## src/cal_lock_pkg.sv

```systemverilog
// constants, types and timing for the calibration lock and counter block
package cal_lock_pkg;
    localparam int unsigned CLK_HZ           = 25_000_000;
    localparam int unsigned CODE_CHARS       = 12;
    localparam int unsigned PANEL_CODE_CHARS = 8;
    localparam int unsigned PANEL_DIGITS     = 6;
    localparam int unsigned MSG_CHARS        = 40;
    localparam int unsigned PANEL_MSG_CHARS  = 12;
    localparam int unsigned CNT_W            = 15;
    localparam int unsigned NUM_SLOTS        = 32;
    localparam int unsigned SLOT_W           = 5;
    localparam int unsigned ZERO_TIME_S      = 300;
    localparam int unsigned SLOT_CYCLES_DEF  = ZERO_TIME_S * (CLK_HZ / NUM_SLOTS);
    localparam logic [CNT_W-1:0] CNT_MAX     = 15'h7fff;
    localparam logic [CNT_W-1:0] CNT_ZERO    = 15'h0000;
    localparam logic [3:0] LEN_ZERO          = 4'h0;
    localparam logic [5:0] MSG_LEN_ZERO      = 6'h00;
    localparam logic [7:0] CHR_A             = 8'h41;
    localparam logic [7:0] CHR_Z             = 8'h5a;
    localparam logic [7:0] CHR_LA            = 8'h61;
    localparam logic [7:0] CHR_LZ            = 8'h7a;
    localparam logic [7:0] CHR_0             = 8'h30;
    localparam logic [7:0] CHR_9             = 8'h39;
    localparam logic [7:0] CHR_SP            = 8'h20;
    localparam logic [7:0] PFX0              = 8'h51;
    localparam logic [7:0] PFX1              = 8'h4b;
    localparam logic [7:0] SHIPPED_CHAR      = 8'h30;
    localparam logic [3:0] SHIPPED_LEN       = 4'h8;

    typedef enum logic [1:0] {
        ST_IDLE   = 2'b00,
        ST_ZERO   = 2'b01,
        ST_GAIN   = 2'b10
    } cal_state_t;
endpackage : cal_lock_pkg

```

## src/cal_lock.sv

```systemverilog
// calibration security lock, counter, message and zero-adjust sequencer
// Functional notes
// - start secured; refuse code changes and adjustments until unsecured (message writes accepted while secured)
// - security code held in persistent storage
// - remote code 1-12 chars, letter first
// - panel code: prefix plus six digits
// - jumper shorted: any valid code unsecures
// - when unsecured, new code replaces old
// - count plus one per stored value
// - counter wraps after 32767 to zero
// - counter readable only, never written
// - counter held in persistent storage
// - message written remotely, read both sides
// - message 40 chars, panel shows 12
// - message held in persistent storage
// - adjustment starts only when unsecured
// - any panel key except shift aborts
// - device clear or local key aborts remote
// - terminal selector change aborts calibration
// - zero steps all ranges, stores each
// - separate front and rear offset sets
// - zero rewrites every offset of the terminal set selected at start
// - zero sequence takes about five minutes
`timescale 1ns/1ps
`default_nettype none
module cal_lock
    import cal_lock_pkg::*;
#(
    parameter int unsigned SLOT_CYCLES = SLOT_CYCLES_DEF
) (
    input  wire logic                 ref_clk,
    input  wire logic                 reset_n,
    input  wire logic                 security_override_jumper,
    input  wire logic                 unsecure_req,
    input  wire logic                 unsecure_from_panel,
    input  wire logic [CODE_CHARS*8-1:0] unsecure_code,
    input  wire logic [3:0]           unsecure_len,
    input  wire logic                 secure_req,
    input  wire logic                 new_code_req,
    input  wire logic [CODE_CHARS*8-1:0] new_code,
    input  wire logic [3:0]           new_code_len,
    input  wire logic                 msg_write_req,
    input  wire logic [MSG_CHARS*8-1:0] msg_write_data,
    input  wire logic [5:0]           msg_write_len,
    input  wire logic                 zero_start_req,
    input  wire logic                 gain_start_req,
    input  wire logic                 gain_store,
    input  wire logic                 start_remote,
    input  wire logic                 offset_ready,
    input  wire logic                 panel_key,
    input  wire logic                 panel_key_is_shift,
    input  wire logic                 local_key,
    input  wire logic                 device_clear,
    input  wire logic                 rear_selected,
    output logic                      secured,
    output logic                      code_rejected,
    output logic                      start_refused,
    output logic                      cal_busy,
    output logic                      cal_aborted,
    output logic                      zero_done,
    output logic [CNT_W-1:0]          cal_count,
    output logic [MSG_CHARS*8-1:0]    remote_msg,
    output logic [5:0]                remote_msg_len,
    output logic [PANEL_MSG_CHARS*8-1:0] panel_msg,
    output logic                      offset_store,
    output logic                      offset_rear,
    output logic [SLOT_W-1:0]         offset_slot
);
    // persistent values: kept across reset (backed by non-volatile storage)
    logic [CODE_CHARS*8-1:0] stored_code;
    logic [3:0]              stored_len;
    logic                    nv_init = 1'b0;
    logic [MSG_CHARS*8-1:0]  msg_mem;
    logic [5:0]              msg_len;
    logic [CNT_W-1:0]        count_mem;

    cal_state_t              state;
    logic                    remote_run;
    logic                    run_rear;
    logic                    sel_prev;
    logic [31:0]             slot_timer;
    logic [SLOT_W-1:0]       slot;
    logic                    slot_written;

    // character classes per position
    logic [CODE_CHARS-1:0] is_letter;
    logic [CODE_CHARS-1:0] is_digit;
    logic [CODE_CHARS-1:0] in_len;
    logic [CODE_CHARS-1:0] new_is_letter;
    logic [CODE_CHARS-1:0] new_is_digit;
    logic [CODE_CHARS-1:0] new_in_len;
    logic [CODE_CHARS-1:0] stored_digit;
    logic [CODE_CHARS-1:0] code_eq;
    genvar gi;
    generate
        for (gi = 0; gi < CODE_CHARS; gi++) begin : g_chr
            wire [7:0] c  = unsecure_code[gi*8 +: 8];
            wire [7:0] nc = new_code[gi*8 +: 8];
            wire [7:0] sc = stored_code[gi*8 +: 8];
            wire c_upper  = (c >= CHR_A) && (c <= CHR_Z);
            wire c_lower  = (c >= CHR_LA) && (c <= CHR_LZ);
            wire nc_upper = (nc >= CHR_A) && (nc <= CHR_Z);
            wire nc_lower = (nc >= CHR_LA) && (nc <= CHR_LZ);
            assign is_letter[gi]     = c_upper || c_lower;
            assign is_digit[gi]      = (c >= CHR_0 && c <= CHR_9);
            assign in_len[gi]        = 4'(gi) < unsecure_len;
            assign new_is_letter[gi] = nc_upper || nc_lower;
            assign new_is_digit[gi]  = (nc >= CHR_0 && nc <= CHR_9);
            assign new_in_len[gi]    = 4'(gi) < new_code_len;
            assign stored_digit[gi]  = (sc >= CHR_0 && sc <= CHR_9);
            assign code_eq[gi]       = !in_len[gi] || (c == sc);
        end
    endgenerate

    // remote format: 1..12 alphanumerics, letter first
    // lengths above twelve are refused outright
    wire remote_len_ok = (unsecure_len != LEN_ZERO) && (unsecure_len <= 4'(CODE_CHARS));
    wire new_len_ok    = (new_code_len != LEN_ZERO) && (new_code_len <= 4'(CODE_CHARS));
    wire remote_chr_ok = &(~in_len | is_letter | is_digit);
    wire new_chr_ok    = &(~new_in_len | new_is_letter | new_is_digit);
    wire remote_fmt_ok = remote_len_ok && is_letter[0] && remote_chr_ok;
    wire new_fmt_ok    = new_len_ok && new_is_letter[0] && new_chr_ok;
    // panel format: exactly six digits
    wire panel_fmt_ok  = (unsecure_len == 4'(PANEL_DIGITS))
                       && (&(~in_len | is_digit));
    wire fmt_ok        = unsecure_from_panel ? panel_fmt_ok : remote_fmt_ok;

    // panel code matches only against a stored prefix-plus-digits code
    wire stored_panel_ok = (stored_len == 4'(PANEL_CODE_CHARS))
                         && stored_code[7:0] == PFX0 && stored_code[15:8] == PFX1
                         && (&stored_digit[PANEL_CODE_CHARS-1:2]);
    logic panel_match;
    always_comb begin
        panel_match = stored_panel_ok;
        for (int i = 0; i < PANEL_DIGITS; i++) begin
            if (unsecure_code[i*8 +: 8] != stored_code[(i+2)*8 +: 8]) begin
                panel_match = 1'b0;
            end
        end
    end
    wire remote_match = (unsecure_len == stored_len) && (&code_eq);
    wire code_match   = unsecure_from_panel ? panel_match : remote_match;
    wire accept_code  = unsecure_req && fmt_ok
                      && (security_override_jumper || code_match);
    wire reject_code  = unsecure_req && !accept_code;

    // abort sources
    wire sel_changed  = (rear_selected != sel_prev);
    wire key_abort    = panel_key && !panel_key_is_shift;
    wire remote_abort = remote_run && (device_clear || local_key);
    wire running      = (state != ST_IDLE);
    wire abort        = running && (key_abort || remote_abort || sel_changed);

    wire start_any    = (zero_start_req || gain_start_req) && !running;
    wire start_ok     = start_any && !secured;
    wire start_zero   = start_ok && zero_start_req;
    wire start_gain   = start_ok && !zero_start_req;
    wire slot_tick    = (state == ST_ZERO) && (slot_timer == SLOT_CYCLES - 1);
    wire last_slot    = (slot == SLOT_W'(NUM_SLOTS - 1));
    wire do_offset    = (state == ST_ZERO) && !abort && offset_ready && !slot_written;
    wire do_gain      = (state == ST_GAIN) && !abort && gain_store;
    wire zero_finish  = slot_tick && !abort && last_slot;

    // every stored value bumps the count; 32767 wraps to 0
    wire store_event  = do_offset || do_gain;
    wire [CNT_W-1:0] next_count = (count_mem == CNT_MAX) ? CNT_ZERO
                                : CNT_W'(count_mem + 1'b1);

    // adjustment state machine
    cal_state_t next_state;
    always_comb begin
        next_state = state;
        unique case (state)
            ST_IDLE: begin
                if (start_zero) begin
                    next_state = ST_ZERO;
                end else if (start_gain) begin
                    next_state = ST_GAIN;
                end
            end
            ST_ZERO: begin
                if (abort || zero_finish) begin
                    next_state = ST_IDLE;
                end
            end
            ST_GAIN: begin
                if (abort || do_gain) begin
                    next_state = ST_IDLE;
                end
            end
            default: next_state = ST_IDLE;
        endcase
    end

    // power-up marker for the persistent values
    always_ff @(posedge ref_clk) begin
        nv_init <= 1'b1;
    end

    // persistent code: no reset term, shipped code loaded once
    always_ff @(posedge ref_clk) begin
        if (!nv_init) begin
            stored_code <= {CODE_CHARS{SHIPPED_CHAR}};
            stored_len  <= SHIPPED_LEN;
        end else if (new_code_req && !secured && new_fmt_ok) begin
            stored_code <= new_code;
            stored_len  <= new_code_len;
        end
    end

    // message survives reset; only the remote write port loads it
    wire [5:0] msg_len_clamped = (msg_write_len > 6'(MSG_CHARS)) ? 6'(MSG_CHARS)
                                                                 : msg_write_len;
    always_ff @(posedge ref_clk) begin
        if (!nv_init) begin
            msg_mem <= {MSG_CHARS{CHR_SP}};
            msg_len <= MSG_LEN_ZERO;
        end else if (msg_write_req) begin
            msg_mem <= msg_write_data;
            msg_len <= msg_len_clamped;
        end
    end

    // counter survives reset; only store events move it
    always_ff @(posedge ref_clk) begin
        if (!nv_init) begin
            count_mem <= CNT_ZERO;
        end else if (store_event) begin
            count_mem <= next_count;
        end
    end

    // lock flag: an accepted code wins over a same-cycle secure request
    always_ff @(posedge ref_clk) begin
        if (!reset_n) begin
            secured <= 1'b1;
        end else if (accept_code) begin
            secured <= 1'b0;
        end else if (secure_req) begin
            secured <= 1'b1;
        end
    end

    // answers to unsecure and start requests
    always_ff @(posedge ref_clk) begin
        if (!reset_n) begin
            code_rejected <= 1'b0;
            start_refused <= 1'b0;
        end else begin
            code_rejected <= reject_code;
            start_refused <= start_any && secured;
        end
    end

    // adjustment state and its status pulses
    always_ff @(posedge ref_clk) begin
        if (!reset_n) begin
            state       <= ST_IDLE;
            sel_prev    <= 1'b0;
            cal_aborted <= 1'b0;
            zero_done   <= 1'b0;
        end else begin
            state       <= next_state;
            sel_prev    <= rear_selected;
            cal_aborted <= abort;
            zero_done   <= zero_finish;
        end
    end

    // origin and terminal set latched when an adjustment starts
    always_ff @(posedge ref_clk) begin
        if (!reset_n) begin
            remote_run <= 1'b0;
            run_rear   <= 1'b0;
        end else if (start_ok) begin
            remote_run <= start_remote;
            run_rear   <= rear_selected;
        end
    end

    // slot sequencer: one offset slot per SLOT_CYCLES while zeroing
    wire slot_hold = (state != ST_ZERO) || (next_state != ST_ZERO);
    always_ff @(posedge ref_clk) begin
        if (!reset_n || slot_hold) begin
            slot_timer   <= 32'h0000_0000;
            slot         <= {SLOT_W{1'b0}};
            slot_written <= 1'b0;
        end else if (slot_tick) begin
            slot_timer   <= 32'h0000_0000;
            slot         <= SLOT_W'(slot + 1'b1);
            slot_written <= 1'b0;
        end else begin
            slot_timer   <= slot_timer + 32'h0000_0001;
            slot_written <= slot_written | do_offset;
        end
    end

    // busy follows the state register
    always_ff @(posedge ref_clk) begin
        if (!reset_n) begin
            cal_busy <= 1'b0;
        end else begin
            cal_busy <= (next_state != ST_IDLE);
        end
    end

    // no input ever loads the counter; it only mirrors storage
    always_ff @(posedge ref_clk) begin
        if (!reset_n) begin
            cal_count <= CNT_ZERO;
        end else begin
            cal_count <= count_mem;
        end
    end

    // message copies for the remote reader and the panel display
    always_ff @(posedge ref_clk) begin
        if (!reset_n) begin
            remote_msg     <= {MSG_CHARS*8{1'b0}};
            remote_msg_len <= MSG_LEN_ZERO;
            panel_msg      <= {PANEL_MSG_CHARS*8{1'b0}};
        end else begin
            remote_msg     <= msg_mem;
            remote_msg_len <= msg_len;
            panel_msg      <= msg_mem[PANEL_MSG_CHARS*8-1:0];
        end
    end

    // offset store strobe toward the constant memory
    always_ff @(posedge ref_clk) begin
        if (!reset_n) begin
            offset_store <= 1'b0;
            offset_rear  <= 1'b0;
            offset_slot  <= {SLOT_W{1'b0}};
        end else begin
            offset_store <= do_offset;
            offset_rear  <= run_rear;
            offset_slot  <= slot;
        end
    end
endmodule : cal_lock
`default_nettype wire

```

## config.mk

```make
export PLATFORM = sky130hd
export DESIGN_NAME = cal_lock
export DESIGN_NICKNAME = d
export VERILOG_FILES = /design/src/cal_lock_pkg.sv /design/src/cal_lock.sv
export SDC_FILE = /design/constraint.sdc
export NUM_CORES = 2
export LEC_CHECK = 0
export BUFFER_PORTS_ARGS = -buffer_cell sky130_fd_sc_hd__buf_4
export CORE_AREA = 5 5 389 391
export DETAILED_ROUTE_END_ITERATION = 12
export DIE_AREA = 0 0 394 396
export PLACE_DENSITY_LB_ADDON = 0.2
export SLEW_MARGIN = 10
export SYNTH_ARGS = -nofsm -noshare
export SYNTH_HDL_FRONTEND = slang
export SYNTH_SLANG_ARGS = --single-unit
```

## constraint.sdc

```tcl
create_clock -name ref_clk -period 13.71 [get_ports ref_clk]
set_input_delay 1.371 -clock ref_clk [delete_from_list [all_inputs] [get_ports ref_clk]]
set_output_delay 1.371 -clock ref_clk [all_outputs]
set_load 0.02 [all_outputs]
```

==> impl_metrics.csv <==
group,metric,value,unit
detailed_routing,dr.first_iter.drc_count,890,
global_routing,first_global_vias,19740,
clock_network,h-tree-depth,3,
clock_network,cts_tree,"built",
power,irDropWorstVdd,99.14,uV
synthesis,syn_inst,2036,
finish,final_cells,5014,
synthesis,synth_area_leaders,"edfxtp_1 46%, dfxtp_1 27%, and2_1 7.7%",
power,power.total,6.021,mW
finish,drive_gt1_share,37.82,%
synthesis,synth_sequential_area_ratio,73.27,%
sta,max_slew_margin,20.41,%
placed_design,dpl.cell_count,4821,
detailed_routing,drcViolationCount,0,
synthesis,synth-seq-cells,838,
finish,design_area,0.04130,sq mm
clock_network,cts-root-buf,"clkbuf_16",
worst_setup_path,crit_required,13990,ps
finish,syn2layout_area_growth,42.78,%
floorplanning,io_pins,994,
clock_network,numClockSinks,838,
worst_setup_path,crit_arrival,5070,ps
placed_design,portBuffers,993,
detailed_routing,viasPerCell,3.837,
floorplanning,die_h,396,microns
worst_setup_path,start_kind,"primary input",
clock_network,ctsHoldBuffers,0,
sta,fmax,208.6,MHz
detailed_routing,ant_nets,0,
synthesis,synth-edff-count,441,
finish,final_cell_mix,"1000 x buf_4, 441 x edfxtp_1, 397 x dfxtp_1, 356 x and2_1, 107 x xor2_1",
synthesis,synth_ff_type,"edfxtp_1",
sta,fin_tns_setup,0,ps
status,outcome,"finished, final reports clean",
power,pwr_density_cell,145.8,mW/mm^2
synthesis,yosysTopAreaCell,"edfxtp_1",
worst_setup_path,critPathCaptureType,"flip-flop",
finish,multi_input_area,0.006730,sq mm
worst_setup_path,critPathKind,"in -> reg",
floorplanning,start_util,19.66,%
floorplanning,die_w,394,microns
finish,finish.net_count,3539,
sta,hold_viol_final,0,
finish,seq_area,0.02119,sq mm
sta,setup_viol_count_final,0,
sta,grt_setup_unrepaired,"no",
sta,fin_crit_sh,34.96,%
sta,tightest_slew,1178,ps
detailed_routing,wl_per_cell,20.25,microns
synthesis,synth_top_area_share,45.79,%
clock_network,post_cts_resized,0,
sta,fin_crit,4794,ps
clock_network,worst_skew_pair.late_latency,680,ps
placed_design,place_area,0.03798,sq mm
global_routing,grt_max_degree,182,
clock_network,cts_made_buffers,98,
detailed_routing,routed_wl,101500,microns
clock_network,clk_pin_slew,60,ps
synthesis,ys_warn_count,0,
finish,fillers,15270,
power,p_leak,16.45,nW
global_routing,grt_pass1_wl,142600,microns
synthesis,netlist_area,0.02892,sq mm
floorplanning,row_count,141,
synthesis,async_flop_share,0,%
finish,utilization,28.07,%
placed_design,dp_hpwl,77500,microns
detailed_routing,first_pass_iters,5,
floorplanning,dieArea,0.1560,sq mm
global_routing,antenna_found_initial,20,
synthesis,yosys.cell_types.count,57,
global_routing,track_usage,12.44,%
sta,slew_viol_final,0,
placed_design,globalplace.congestion,0.8765,
min_path,hp-class,"reg -> reg",
worst_setup_path,path_max_fanout,72,
clock_network,cts_setup_buffers,0,
synthesis,syn_area_per_cell,14.21,sq um
synthesis,syn_nets,2584,
detailed_routing,via_count,19240,
sta,fin_skew,29.02,ps
clock_network,clockBufferDepth,3,
job,maxCapViolCount,0,
global_routing,overflow,0,
finish,layout_commonest_cell,"buf_4",
floorplanning,core-area,0.1471,sq mm
-- where the power goes --
part	internal [mW]	leakage, nW	total, mW	switching [mW]
Combinational	0.257	7.31	0.545	0.288
Clock	1.55	1.62	2.64	1.08
Sequential	2.79	7.52	2.84	0.0465
-- sequential cells by signal, summed over array words and instances (netlist names), 2 cells and up --
signal and count:
msg_mem 320, remote_msg 320, stored_code 96, slot_timer 32
cal_count 15, count_mem 15, msg_len 6, remote_msg_len 6
offset_slot 5, slot 5, stored_len 4, state 2
-- per-stage QoR --
stage / worst slack, ps / hold WS, ps
after global routing: 8809 / 434.0
after floorplan: 6041 / 412.4
after detailed placement: 8246 / 432.2
after CTS: 8974 / 411.8
after global placement: 8160 / 426.5
final: 8916 / 422.2
-- kinds of logic after synthesis --
logic type | share of synthesized area (%)
flops | 73.27
compound gates | 3.521
xor+xnor | 5.663
fa+ha+maj | 0.1730
mux | 0.06922
buf+inv | 3.504
simple gates | 13.80
-- cell type report --
cell class                 instances  area share [%]
tap                             1930           5.848
multi-input combinational       1027           16.30
sequential                       838           51.31
inverter                          23          0.2091
timing repair buffer            1003           18.30
antenna                            9         0.05454
clock buffer                     136           6.623
clock inverter                    48           1.354
-- path summary, 6_finish.rpt --
check / start / endpoint / slack, ps / cells after the start
hold / removal: msg_mem[47] / remote_msg[47] / 420 / 1
setup reg to reg: secured / stored_code[76] / 9280 / 6
hold reg to reg: msg_mem[47] / remote_msg[47] / 420 / 1
setup / recovery: new_code[48] / stored_code[76] / 8920 / 9
-- critical path, stage by stage --
cell and delay, ps:
buf_4 120, a21oi_1 140, o22ai_1 100, a221oi_1 540, o21ai_0 180, a21oi_1 400
nand4_1 380, a21oi_4 870, buf_4 910
-- layer usage --
layer / wire length [microns] / up-vias / global-route usage [%]
met2: 49990 / 808 / 21.48
met3: 10400 / 165 / 5.824
met4: 2821 / 16 / 3.835
met1: 38220 / 9231 / 13.62
met5: 94 / - / 0
li1: - / 9019 / -
-- synthesized netlist by cell type (25+ instances only) --
cell      count
a21oi_1      45
nor2_1       69
clkbuf_1     47
edfxtp_1    441
nor4_1       28
nand2_1      45
xor2_1      107
xnor2_1      80
o21ai_0      51
nand3_1      33
nand4_1      32
and2_1      356
dfxtp_1     397
or4_1        25
buf_4        96
No activity file was read; power rests on OpenSTA's default activity.
